### src/pkg/iolpm_map.svh
// register offsets, command codes, reset values and timing counts of the port controller
`ifndef IOLPM_MAP_SVH
`define IOLPM_MAP_SVH
`define IOLPM_ADDR_MODE 6'h00
`define IOLPM_ADDR_PDSIZE 6'h01
`define IOLPM_ADDR_STORE 6'h02
`define IOLPM_ADDR_VALID 6'h03
`define IOLPM_ADDR_VENDOR 6'h04
`define IOLPM_ADDR_PRODUCT 6'h05
`define IOLPM_ADDR_DEVID 6'h06
`define IOLPM_ADDR_DEVFLAGS 6'h07
`define IOLPM_ADDR_CTRL 6'h08
`define IOLPM_ADDR_STATUS 6'h09
`define IOLPM_ADDR_EVENT 6'h0a
`define IOLPM_ADDR_SER_EXP 6'h10
`define IOLPM_ADDR_SER_DEV 6'h14
`define IOLPM_SER_WORDS 4
`define IOLPM_PD_MIN 6'h01
`define IOLPM_PD_MAX 6'h20
`define IOLPM_CMD_INDEX 16'h0002
`define IOLPM_CMD_SUBINDEX 8'h00
`define IOLPM_CMD_VALUE 8'h05
`define IOLPM_STARTUP_NS 1000
`define IOLPM_CLK_NS 25
`define IOLPM_STARTUP_CYC ((`IOLPM_STARTUP_NS + `IOLPM_CLK_NS - 1) / `IOLPM_CLK_NS)
`endif

### src/pkg/iolpm_pkg.sv
// types of the io-link port mode, storage and validation controller
package iolpm_pkg;
  typedef enum logic [2:0] {
    IOLPM_DI = 3'h0,
    IOLPM_DO = 3'h1,
    IOLPM_INACT = 3'h2,
    IOLPM_SIOPAR = 3'h3,
    IOLPM_COM = 3'h4
  } iolpm_mode_t;
  typedef enum logic [2:0] {
    IOLPM_DS_OFF = 3'h0,
    IOLPM_DS_DOWN = 3'h1,
    IOLPM_DS_UP = 3'h2,
    IOLPM_DS_BOTH = 3'h3,
    IOLPM_DS_CLEAR = 3'h4
  } iolpm_store_t;
  typedef enum logic [1:0] {
    IOLPM_VAL_NONE = 2'h0,
    IOLPM_VAL_COMPAT = 2'h1,
    IOLPM_VAL_IDENT = 2'h2
  } iolpm_valid_t;
  typedef struct packed {
    logic [7:0] expected_vendor_high_byte;
    logic [7:0] expected_vendor_low_byte;
    logic [7:0] expected_product_high_byte;
    logic [7:0] expected_product_low_byte;
  } iolpm_ident_t;
  typedef struct packed {
    logic link_up;
    logic upload_flag;
    logic dev_valid;
    logic locked;
    logic data_equal;
  } iolpm_devstat_t;
  typedef struct packed {
    logic upload;
    logic download;
  } iolpm_dsreq_t;
endpackage

### src/rtl/iolpm_port.sv
// io-link port controller: mode select, parameter storage decisions, device validation
//
// Added by the designer: the Avalon-MM slave port and the placing of the registers.
`timescale 1ns/10ps
`include "iolpm_map.svh"
// Summary of operation
// digital input never starts communication by itself
// freeze digital input during optional communication
// digital output drives line, never communicates
// inactive port switches sensor supply off
// sio-param mode parameterizes once at startup
// com mode starts communication and cyclic exchange
// process data size 1 to 32 bytes
// storage disabled: no transfer, keep stored set
// download only with usable stored set
// download on difference unless device locked
// upload when master holds no valid set
// storage command sets device upload request flag
// both mode stores uploads and compares each connection
// upload/download decision table
// disabled-and-cleared erases stored set
// device raises upload flag after block writes
// no validation starts without id compare
// compatible mode needs vendor and device id
// identical mode also needs serial number
// ids configured as high and low bytes
// serial number at most 16 characters
// mismatch blocks exchange and flags event
module iolpm_port
  import iolpm_pkg::*;
(
  input wire logic i_clock, // 40 mhz clock
  input wire logic i_reset, // synchronous reset, active high
  input wire logic [5:0] i_avs_address, // word address
  input wire logic i_avs_read, // read strobe
  input wire logic i_avs_write, // write strobe
  input wire logic [31:0] i_avs_writedata, // write data
  input wire logic [3:0] i_avs_byteenable, // byte enables
  output logic [31:0] o_avs_readdata, // read data
  output logic o_avs_waitrequest, // stall
  input wire logic i_cq_in, // c/q line level as sensed
  input wire logic i_dout_value, // output value in digital output mode
  input wire logic i_com_bits, // cyclic control bit, starts communication in digital input mode only
  input wire iolpm_devstat_t i_dev, // status reported by the link layer
  input wire logic i_param_done, // parameterization or transfer finished
  input wire logic i_dev_change, // new device connection, pulse
  output logic o_com_enable, // request link layer to communicate
  output logic o_pd_exchange, // cyclic process data allowed
  output logic o_cq_out, // c/q driven value
  output logic o_cq_oe, // c/q output enable
  output logic o_sensor_power, // l+ supply enable
  output logic o_di_state, // reported digital input
  output iolpm_dsreq_t o_ds_req, // storage transfer request
  output logic o_store_cmd, // send storage command to device, pulse
  output logic [5:0] o_pd_size, // configured process data bytes
  output logic o_ds_valid // master holds a valid stored set
);
  localparam int STARTUP_CYC = `IOLPM_STARTUP_CYC;
  iolpm_mode_t mode_reg;
  iolpm_store_t store_reg;
  iolpm_valid_t valid_reg;
  logic [5:0] pd_size_reg;
  iolpm_ident_t exp_id_reg;
  logic [31:0] dev_id_reg;
  logic [31:0] ser_exp_reg [`IOLPM_SER_WORDS];
  logic [31:0] ser_dev_reg [`IOLPM_SER_WORDS];
  logic ds_valid_reg;
  logic sio_done_reg;
  logic [15:0] start_cnt_reg;
  logic mismatch_reg;
  logic event_reg;
  logic wr_commit;
  logic [31:0] rdata_next;
  logic hit_ctrl;
  logic id_ok;
  logic ser_ok;
  logic accept;
  logic [1:0] ds_dec;

  function automatic logic [31:0] merge(input logic [31:0] old, input logic [31:0] nw,
                                        input logic [3:0] be);
    logic [31:0] r;
    r = old;
    for (int b = 0; b < 4; b++) begin
      if (be[b]) begin
        r[8*b +: 8] = nw[8*b +: 8];
      end
    end
    return r;
  endfunction

  // decision: bit1 upload, bit0 download
  function automatic logic [1:0] decide(input logic m_valid, input iolpm_devstat_t d);
    logic [1:0] r;
    r = 2'h0;
    if (!m_valid) begin
      r = (d.upload_flag || d.dev_valid) ? 2'h2 : 2'h0;
    end else if (d.upload_flag && d.dev_valid) begin
      r = 2'h2;
    end else if (!d.data_equal) begin
      r = 2'h1;
    end
    return r;
  endfunction

  // one wait state per access; a write lands only at the edge that sees waitrequest low
  assign accept = (i_avs_read || i_avs_write) && o_avs_waitrequest;
  assign wr_commit = i_avs_write && !o_avs_waitrequest;
  assign hit_ctrl = wr_commit && (i_avs_address == `IOLPM_ADDR_CTRL);

  always_ff @(posedge i_clock) begin
    if (i_reset) begin
      o_avs_waitrequest <= 1'b1;
    end else begin
      o_avs_waitrequest <= !accept;
    end
  end

  // configuration writes
  always_ff @(posedge i_clock) begin
    if (i_reset) begin
      mode_reg <= IOLPM_DI;
      store_reg <= IOLPM_DS_OFF;
      valid_reg <= IOLPM_VAL_NONE;
      pd_size_reg <= `IOLPM_PD_MIN;
      exp_id_reg <= '0;
      for (int i = 0; i < `IOLPM_SER_WORDS; i++) begin
        ser_exp_reg[i] <= '0;
      end
    end else if (wr_commit) begin
      unique case (i_avs_address)
        `IOLPM_ADDR_MODE: begin
          if (i_avs_byteenable[0] && i_avs_writedata[2:0] <= 3'h4) begin
            mode_reg <= iolpm_mode_t'(i_avs_writedata[2:0]);
          end
        end
        `IOLPM_ADDR_PDSIZE: begin
          // out-of-range sizes are clamped into 1..32
          if (i_avs_byteenable[0]) begin
            if (i_avs_writedata[7:0] == 8'h00) begin
              pd_size_reg <= `IOLPM_PD_MIN;
            end else if (i_avs_writedata[7:0] > 8'h20) begin
              pd_size_reg <= `IOLPM_PD_MAX;
            end else begin
              pd_size_reg <= i_avs_writedata[5:0];
            end
          end
        end
        `IOLPM_ADDR_STORE: begin
          if (i_avs_byteenable[0] && i_avs_writedata[2:0] <= 3'h4) begin
            store_reg <= iolpm_store_t'(i_avs_writedata[2:0]);
          end
        end
        `IOLPM_ADDR_VALID: begin
          if (i_avs_byteenable[0] && i_avs_writedata[1:0] != 2'h3) begin
            valid_reg <= iolpm_valid_t'(i_avs_writedata[1:0]);
          end
        end
        `IOLPM_ADDR_VENDOR: begin
          if (i_avs_byteenable[1]) begin
            exp_id_reg.expected_vendor_high_byte <= i_avs_writedata[15:8];
          end
          if (i_avs_byteenable[0]) begin
            exp_id_reg.expected_vendor_low_byte <= i_avs_writedata[7:0];
          end
        end
        `IOLPM_ADDR_PRODUCT: begin
          if (i_avs_byteenable[1]) begin
            exp_id_reg.expected_product_high_byte <= i_avs_writedata[15:8];
          end
          if (i_avs_byteenable[0]) begin
            exp_id_reg.expected_product_low_byte <= i_avs_writedata[7:0];
          end
        end
        default: begin
          // 4 words of 4 characters: 16 characters at most
          if (i_avs_address[5:2] == `IOLPM_ADDR_SER_EXP >> 2) begin
            ser_exp_reg[i_avs_address[1:0]] <=
              merge(ser_exp_reg[i_avs_address[1:0]], i_avs_writedata, i_avs_byteenable);
          end
        end
      endcase
    end
  end

  // identity reported by the device, written by software over the Avalon-MM slave port
  always_ff @(posedge i_clock) begin
    if (i_reset) begin
      dev_id_reg <= '0;
      for (int i = 0; i < `IOLPM_SER_WORDS; i++) begin
        ser_dev_reg[i] <= '0;
      end
    end else if (wr_commit) begin
      if (i_avs_address == `IOLPM_ADDR_DEVID) begin
        dev_id_reg <= merge(dev_id_reg, i_avs_writedata, i_avs_byteenable);
      end else if (i_avs_address[5:2] == `IOLPM_ADDR_SER_DEV >> 2) begin
        ser_dev_reg[i_avs_address[1:0]] <=
          merge(ser_dev_reg[i_avs_address[1:0]], i_avs_writedata, i_avs_byteenable);
      end
    end
  end

  assign id_ok = (dev_id_reg == exp_id_reg);
  always_comb begin
    ser_ok = 1'b1;
    for (int i = 0; i < `IOLPM_SER_WORDS; i++) begin
      if (ser_dev_reg[i] != ser_exp_reg[i]) begin
        ser_ok = 1'b0;
      end
    end
  end

  // validation outcome; none skips the compare entirely
  always_ff @(posedge i_clock) begin
    if (i_reset) begin
      mismatch_reg <= 1'b0;
    end else begin
      unique case (valid_reg)
        IOLPM_VAL_NONE: mismatch_reg <= 1'b0;
        IOLPM_VAL_COMPAT: mismatch_reg <= !id_ok;
        IOLPM_VAL_IDENT: mismatch_reg <= !(id_ok && ser_ok);
        default: mismatch_reg <= 1'b0;
      endcase
    end
  end

  // sticky mismatch event; a new mismatch wins over the clear
  always_ff @(posedge i_clock) begin
    if (i_reset) begin
      event_reg <= 1'b0;
    end else if (mismatch_reg && i_dev.link_up) begin
      event_reg <= 1'b1;
    end else if (hit_ctrl && i_avs_byteenable[0] && i_avs_writedata[1]) begin
      event_reg <= 1'b0;
    end
  end

  // startup parameterization window for sio-param mode
  always_ff @(posedge i_clock) begin
    if (i_reset || mode_reg != IOLPM_SIOPAR) begin
      start_cnt_reg <= '0;
      sio_done_reg <= 1'b0;
    end else if (!sio_done_reg) begin
      if (i_param_done && start_cnt_reg >= 16'(STARTUP_CYC)) begin
        sio_done_reg <= 1'b1;
      end else if (start_cnt_reg != 16'hffff) begin
        start_cnt_reg <= start_cnt_reg + 16'h0001;
      end
    end
  end

  // port line and power outputs
  always_ff @(posedge i_clock) begin
    if (i_reset) begin
      o_com_enable <= 1'b0;
      o_pd_exchange <= 1'b0;
      o_cq_out <= 1'b0;
      o_cq_oe <= 1'b0;
      o_sensor_power <= 1'b1;
    end else begin
      o_sensor_power <= (mode_reg != IOLPM_INACT);
      o_cq_oe <= (mode_reg == IOLPM_DO);
      o_cq_out <= (mode_reg == IOLPM_DO) && i_dout_value;
      unique case (mode_reg)
        IOLPM_DI: o_com_enable <= i_com_bits;
        IOLPM_SIOPAR: o_com_enable <= !sio_done_reg;
        IOLPM_COM: o_com_enable <= 1'b1;
        default: o_com_enable <= 1'b0;
      endcase
      o_pd_exchange <= (mode_reg == IOLPM_COM) && i_dev.link_up && !mismatch_reg;
    end
  end

  // digital input reporting, frozen while a session runs
  always_ff @(posedge i_clock) begin
    if (i_reset) begin
      o_di_state <= 1'b0;
    end else if (!(o_com_enable && i_dev.link_up)) begin
      o_di_state <= i_cq_in;
    end
  end

  assign ds_dec = decide(ds_valid_reg, i_dev);

  // storage transfer requests on each new connection with the link up and no id mismatch
  always_ff @(posedge i_clock) begin
    if (i_reset) begin
      o_ds_req <= '0;
    end else if (i_dev_change && i_dev.link_up && !mismatch_reg) begin
      unique case (store_reg)
        IOLPM_DS_DOWN: begin
          o_ds_req.upload <= 1'b0;
          o_ds_req.download <= ds_valid_reg && !i_dev.data_equal && !i_dev.locked;
        end
        IOLPM_DS_UP: begin
          o_ds_req.upload <= ds_dec[1];
          o_ds_req.download <= 1'b0;
        end
        IOLPM_DS_BOTH: begin
          o_ds_req.upload <= ds_dec[1];
          o_ds_req.download <= ds_dec[0] && !i_dev.locked;
        end
        default: o_ds_req <= '0;
      endcase
    end else if (i_param_done) begin
      o_ds_req <= '0;
    end
  end

  // stored-set validity: uploads fill it, clear option erases it
  always_ff @(posedge i_clock) begin
    if (i_reset) begin
      ds_valid_reg <= 1'b0;
    end else if (store_reg == IOLPM_DS_CLEAR) begin
      ds_valid_reg <= 1'b0;
    end else if (o_ds_req.upload && i_param_done) begin
      ds_valid_reg <= 1'b1;
    end
  end

  // software asks for the storage command, device then raises its upload flag
  always_ff @(posedge i_clock) begin
    if (i_reset) begin
      o_store_cmd <= 1'b0;
    end else begin
      o_store_cmd <= hit_ctrl && i_avs_byteenable[0] && i_avs_writedata[0]
                     && (store_reg == IOLPM_DS_UP || store_reg == IOLPM_DS_BOTH);
    end
  end

  always_ff @(posedge i_clock) begin
    if (i_reset) begin
      o_pd_size <= `IOLPM_PD_MIN;
      o_ds_valid <= 1'b0;
    end else begin
      o_pd_size <= pd_size_reg;
      o_ds_valid <= ds_valid_reg;
    end
  end

  always_comb begin
    rdata_next = '0;
    unique case (i_avs_address)
      `IOLPM_ADDR_MODE: rdata_next = {29'h0, mode_reg};
      `IOLPM_ADDR_PDSIZE: rdata_next = {26'h0, pd_size_reg};
      `IOLPM_ADDR_STORE: rdata_next = {29'h0, store_reg};
      `IOLPM_ADDR_VALID: rdata_next = {30'h0, valid_reg};
      `IOLPM_ADDR_VENDOR: rdata_next = {16'h0, exp_id_reg[31:16]};
      `IOLPM_ADDR_PRODUCT: rdata_next = {16'h0, exp_id_reg[15:0]};
      `IOLPM_ADDR_DEVID: rdata_next = dev_id_reg;
      `IOLPM_ADDR_STATUS: rdata_next = {26'h0, o_pd_exchange, o_com_enable, ds_valid_reg,
                                         mismatch_reg, o_ds_req};
      `IOLPM_ADDR_EVENT: rdata_next = {31'h0, event_reg};
      default: begin
        if (i_avs_address[5:2] == `IOLPM_ADDR_SER_EXP >> 2) begin
          rdata_next = ser_exp_reg[i_avs_address[1:0]];
        end else if (i_avs_address[5:2] == `IOLPM_ADDR_SER_DEV >> 2) begin
          rdata_next = ser_dev_reg[i_avs_address[1:0]];
        end
      end
    endcase
  end

  always_ff @(posedge i_clock) begin
    if (i_reset) begin
      o_avs_readdata <= '0;
    end else if (i_avs_read && accept) begin
      o_avs_readdata <= rdata_next;
    end
  end

  inactive_power_a: assert property (@(posedge i_clock) disable iff (i_reset)
    mode_reg == IOLPM_INACT |=> !o_sensor_power)
    else $error("sensor power on while port inactive");
  dout_no_com_a: assert property (@(posedge i_clock) disable iff (i_reset)
    mode_reg == IOLPM_DO |=> !o_com_enable && o_cq_oe)
    else $error("digital output mode communicates");
  di_freeze_a: assert property (@(posedge i_clock) disable iff (i_reset)
    o_com_enable && i_dev.link_up |=> $stable(o_di_state))
    else $error("input state changed during session");
  store_off_a: assert property (@(posedge i_clock) disable iff (i_reset)
    store_reg == IOLPM_DS_OFF && i_dev_change |=> o_ds_req == 2'h0)
    else $error("transfer while storage disabled");
  clear_erase_a: assert property (@(posedge i_clock) disable iff (i_reset)
    store_reg == IOLPM_DS_CLEAR |=> !ds_valid_reg ##1 !o_ds_valid)
    else $error("stored set survives clear");
  locked_dl_a: assert property (@(posedge i_clock) disable iff (i_reset)
    i_dev_change && i_dev.locked |=> !o_ds_req.download)
    else $error("download to locked device");
  mismatch_pd_a: assert property (@(posedge i_clock) disable iff (i_reset)
    mismatch_reg |=> !o_pd_exchange)
    else $error("process data despite mismatch");
  noval_ok_a: assert property (@(posedge i_clock) disable iff (i_reset)
    valid_reg == IOLPM_VAL_NONE |=> !mismatch_reg)
    else $error("mismatch with validation off");
  pd_range_a: assert property (@(posedge i_clock) disable iff (i_reset)
    o_pd_size >= 6'h01 && o_pd_size <= 6'h20)
    else $error("process data size out of range");
endmodule

### config.mk
export PLATFORM = sky130hd
export DESIGN_NAME = iolpm_port
export DESIGN_NICKNAME = d
export VERILOG_FILES = /design/src/pkg/iolpm_pkg.sv /design/src/rtl/iolpm_port.sv
export VERILOG_INCLUDE_DIRS = /design/src /design/src/pkg
export SDC_FILE = /design/constraint.sdc
export NUM_CORES = 1
export LEC_CHECK = 0
export ABC_CLOCK_PERIOD_IN_PS = 5300
export BUFFER_PORTS_ARGS = -buffer_cell sky130_fd_sc_hd__buf_2
export CAP_MARGIN = 20
export CORE_AREA = 2 2 290 292
export DETAILED_ROUTE_END_ITERATION = 12
export DIE_AREA = 0 0 292 294
export GPL_ROUTABILITY_DRIVEN = 0
export SYNTH_ARGS = -nofsm -noshare
export SYNTH_HDL_FRONTEND = slang
export SYNTH_SLANG_ARGS = --single-unit
### constraint.sdc
create_clock -name i_clock -period 5.3 [get_ports i_clock]
set_clock_uncertainty 0.2 [all_clocks]
set_input_delay 1.06 -clock i_clock [delete_from_list [all_inputs] [get_ports i_clock]]
set_output_delay 1.06 -clock i_clock [all_outputs]
set_load 0.01 [all_outputs]
Word-level counts from Yosys, hierarchy flattened
Memory sizes are Yosys's and may differ from the RTL's.
Index checks and enable logic that the tools add are counted.
{"block": "classes", "eq_ne": 29, "n_reduce_logical": 58, "n_lt_le_gt_ge": 3, "n_bitwise": 2, "add_sub_neg": 1, "mux": 80}
{"cell": "8-bit 2-to-1 mux", "n": 40}
{"cell": "32-bit case mux with 9 select lines", "n": 1}
{"cell": "32-bit 2-to-1 mux", "n": 4}
{"cell": "32-bit != test", "n": 4}
{"cell": "32-bit OR reduction", "n": 2}
{"cell": "3-bit AND reduction", "n": 13}
{"cell": "32-bit == test", "n": 1}
{"cell": "1-bit logical AND", "n": 24}
{"cell": "1-bit 2-to-1 mux", "n": 23}
{"cell": "6-bit by 3-bit == test with 1-bit output, second input constant", "n": 3}
{"cell": "6-bit by 4-bit == test with 1-bit output, second input constant", "n": 3}
{"cell": "16-bit by 1-bit adder with 16-bit output, second input constant", "n": 1}
{"cell": "16-bit by 6-bit >= comparator with 1-bit output, second input constant", "n": 1}
{"cell": "16-bit != test, second input constant", "n": 1}
{"cell": "2-bit 2-to-1 mux", "n": 7}
{"cell": "6-bit by 2-bit == test with 1-bit output, second input constant", "n": 2}
{"cell": "6-bit 2-to-1 mux", "n": 2}
{"cell": "3-bit by 2-bit == test with 1-bit output, second input constant", "n": 3}
{"cell": "4-bit by 3-bit == test with 1-bit output, second input constant", "n": 2}
{"cell": "8-bit by 6-bit greater-than comparator with 1-bit output, second input constant", "n": 1}
{"cell": "1-bit zero test", "n": 8}
{"cell": "8-bit zero test", "n": 1}
{"cell": "3-bit by 1-bit == test with 1-bit output, second input constant", "n": 2}
{"cell": "3-bit == test, second input constant", "n": 2}
{"cell": "16 further kinds", "n": 22}
{"block": "totals", "out_inout_bits": 49, "ram_bits": 256, "n_memories": 2, "in_bits": 56, "ff_bits": 147}
{"memory": "ser_dev_reg", "depth": 4, "width": 32, "read_ports": 5, "rd_ports_with_merged_regs": 0, "wr": 4, "line": "iolpm_port.sv:66", "source": "logic [31:0] ser_dev_reg [`IOLPM_SER_WORDS];"}
{"memory": "ser_exp_reg", "depth": 4, "width": 32, "read_ports": 5, "rd_ports_with_merged_regs": 0, "wr": 4, "line": "iolpm_port.sv:65", "source": "logic [31:0] ser_exp_reg [`IOLPM_SER_WORDS];"}

Depth between registers and ports, before layout
An unclocked memory read counts as a cell.
{"block": "logic_depth", "word_depth": 9, "ltp_mapped": 9, "mapped_depth_nobuf": 6}

Worst setup path before layout
No wires, ideal clock.
{"block": "synth_timing", "path_type": "input-to-reg", "startpoint": "in i_avs_address[2]", "endpoint": "mem ser_dev_reg[1][0], enable pin", "slack_ps": 66, "stages": 7, "setup_time_ps": 466, "t_arrival_ps": 4569, "cell_sequence": "buf_2 -> nor4bb_1 -> buf_2 -> buf_2 -> buf_1 -> nand2_1 -> o21ai_0"}
{"element": "start: declaration", "line": "iolpm_port.sv:34", "source": "input wire logic [5:0] i_avs_address,"}
{"element": "end: declaration", "line": "iolpm_port.sv:66"}

==> results.py <==
metrics = {
    "sta": {
        "max_freq_ghz": 0.3129,
        "slew_headroom_pct": 30.72,
        "final_hold_viol_count": 0,
        "worstMarginPinSlew_ns": 1.038,
        "setup_viol": 0,
        "setup-tns-final_ns": 0,
        "rsz0062_at_grt": "false",
        "fin_crit_ns": 3.195,
        "drv_slew": 0,
        "fin_crit_sh_pct": 60.29,
    },
    "floorplan": {
        "rows": 106,
        "ios": 105,
        "die_h_microns": 294,
        "fp.dieW_microns": 292,
        "start_util_pct": 23.69,
        "core_area_sq_mm": 0.08289,
        "dieArea_sq_mm": 0.08585,
    },
    "power": {
        "leakagePower_nw": 8.126,
        "irDropWorstVdd_uv": 249.3,
        "total_power_mw": 6.995,
        "p_per_area_mw_per_mm2": 307.3,
    },
    "min_path": {
        "min_path_type": "flip-flop to flip-flop",
    },
    "routing": {
        "post_drt_via_cell_ratio": 4.860,
        "drc": 0,
        "avgRoutedWirePerCell_microns": 22.52,
        "routed_wl_mm": 66.42,
        "vias": 14330,
        "drtPass1Iterations": 5,
        "drt-initial-drc-count": 1571,
        "drtAntennaViolNets": 0,
    },
    "worst_setup_path": {
        "crit_required_ns": 5.43,
        "end_kind": "flip-flop",
        "cpPeakStageDelay_ns": 0.57,
        "cpMaxStageDelayCell": "mux4_2",
        "cp_cell_sequence": "buf_4 > buf_4 > buf_4 > mux4_2 > nand2b_1 > a21o_1 > nor2_1",
        "crit_buf_inv": 3,
        "crit_path_start_kind": "input port",
        "cp_max_fo": 40,
        "crit_type": "input port to flip-flop",
        "arrival_ns": 3.32,
        "cpMostUsedCell": "buf_4",
        "crit_family": "buffers and inverters",
    },
    "clocking": {
        "clockBufferDepth": 3,
        "cts_resized": 0,
        "cts_root_buffer": "clkbuf_16",
        "post_cts.repair.setup_buffers": 0,
        "htreeDepth": 2,
        "clk_pin_slew_ns": 0.07,
        "cts_tree": "built",
        "clk_latency_ns": 0.60,
        "numCtsBuffers": 41,
        "ctsHoldBuffers": 0,
        "cts.sinks": 403,
    },
    "synthesis": {
        "synth_xor_xnor_area_share_pct": 7.715,
        "synthCells": 1767,
        "synth-simple-area-share_pct": 15.67,
        "synth_seq_cells": 403,
        "synth_nets": 1827,
        "synthAdderAreaFrac_pct": 0.2548,
        "synth_compound_area_share_pct": 8.053,
        "async_flop_share_pct": 0,
        "syn-cell-area_sq_mm": 0.01964,
        "synthMuxAreaShare_pct": 10.57,
        "synth.distinct_cells": 57,
        "synth_top_family_by_area": "simple AND/OR/NAND/NOR gates",
        "synth-seq-area-share_pct": 54.13,
        "yosysWarnings": 0,
        "syn_area_per_cell_sq_um": 11.11,
        "synth_ff_type": "edfxtp_1",
        "synth_enable_flop_cells": 256,
    },
    "global_routing": {
        "grt.busiest_layer": "met2",
        "grtUsageMet2_pct": 25.80,
        "grt_usage_pct": 15.24,
        "grt_pass1_vias": 14050,
        "grt_max_degree": 80,
        "use_met1_pct": 19.26,
        "grt-ovfl-total": 0,
        "grt_pass1_wl_mm": 97.07,
        "antenna_found_initial": 2,
        "use_met3_pct": 2.606,
    },
    "finish": {
        "area_growth_pct": 15.93,
        "nNetsFinal": 1898,
        "final_cell_mix": "303 x nor2_1, 256 x edfxtp_1, 147 x dfxtp_1",
        "num_antenna_cells": 0,
        "drive_gt1_share_pct": 15.73,
        "final_area_sq_mm": 0.02277,
        "final_common_cell": "nor2_1",
    },
    "run_status": {
        "status": "completed",
    },
    "place": {
        "dpl.hpwl_mm": 45.79,
        "dpl_cell_area_sq_mm": 0.02145,
        "io_buffers": 104,
    },
    "flow_run": {
        "max_cap_viol_count": 0,
    },
}
==> where the power goes <==
part / leakage (nW) / switching, mW / internal, mW
Combinational: 3.65 / 0.385 / 0.203
Sequential: 3.83 / 0.0687 / 3.42
Clock: 0.649 / 1.31 / 1.61
==> metal layers <==
layer	vias up	share of wire (%)
li1	6412	-
met1	7173	40
met2	629	49
met3	113	7.2
met4	4	4.0
met5	-	0.032
==> synth_stat cells, types with 6 or more instances <==
library cell,instances,area (sq um)
nand3_1,14,70.07
nor4_1,21,131.4
a21o_1,64,480.5
nand4_1,45,281.5
a311oi_1,27,236.5
inv_1,72,270.3
clkbuf_1,80,300.3
a21oi_1,43,215.2
a22oi_1,31,232.7
mux4_2,64,1441
xnor2_1,130,1139
xor2_1,43,376.6
edfxtp_1,256,7687
buf_2,18,90.09
nor3_1,10,50.05
nand2b_1,68,425.4
nor2_1,303,1137
nor2b_1,9,56.30
dfxtp_1,147,2943
a31oi_1,6,37.54
mux2i_1,60,600.6
o21ai_0,30,150.1
and3_1,7,43.79
nand2_1,144,540.5
==> kinds of logic after synthesis <==
kind of cell	after synthesis
adders and majority gates	4
AOI/OAI and AO/OA	227
muxes	127
xor gates and xnor gates	173
buffers and inverters	178
and+or+nand+nor	655
DFF	403
==> tightest hold or removal path, stage by stage (launching register included) <==
cell and delay, ns:
dfxtp_1 0.31, nand2_1 0.05, a21oi_1 0.05
==> worst paths after layout <==
path,startpoint,to,slack (ns),cells past startpoint
worst max register to register,o_avs_waitrequest,ser_dev_reg[2][25],2.38,4
worst min-delay path,o_avs_readdata[2],o_avs_readdata[2],0.26,2
worst min register to register,o_avs_readdata[2],o_avs_readdata[2],0.26,2
worst max-delay path,i_avs_address[0],ser_exp_reg[0][11],2.10,7
==> stage by stage <==
stage                     cells  hold WS (ns)  utilization (%)  setup slack (ns)
after floorplan            1767        0.2369                -           0.06555
after global placement     2875        0.2409            25.88             1.478
after detailed placement   2875        0.2512            25.88             1.447
after CTS                  2949        0.2600            27.47             2.070
after global routing       2949        0.2782            27.47             1.929
final                      2949        0.2564            27.47             2.105
==> area by class of cell <==
cell class              count  area (sq um)
inverters                  72         270.3
well taps                1080          1351
clock inverters            24         195.2
fillers                  8612         60130
repair buffers            134         753.2
flip-flops and latches    403         10630
clock buffers              50          1121
multi-input cells        1186          8446
Power figures use the tool's default switching activity.
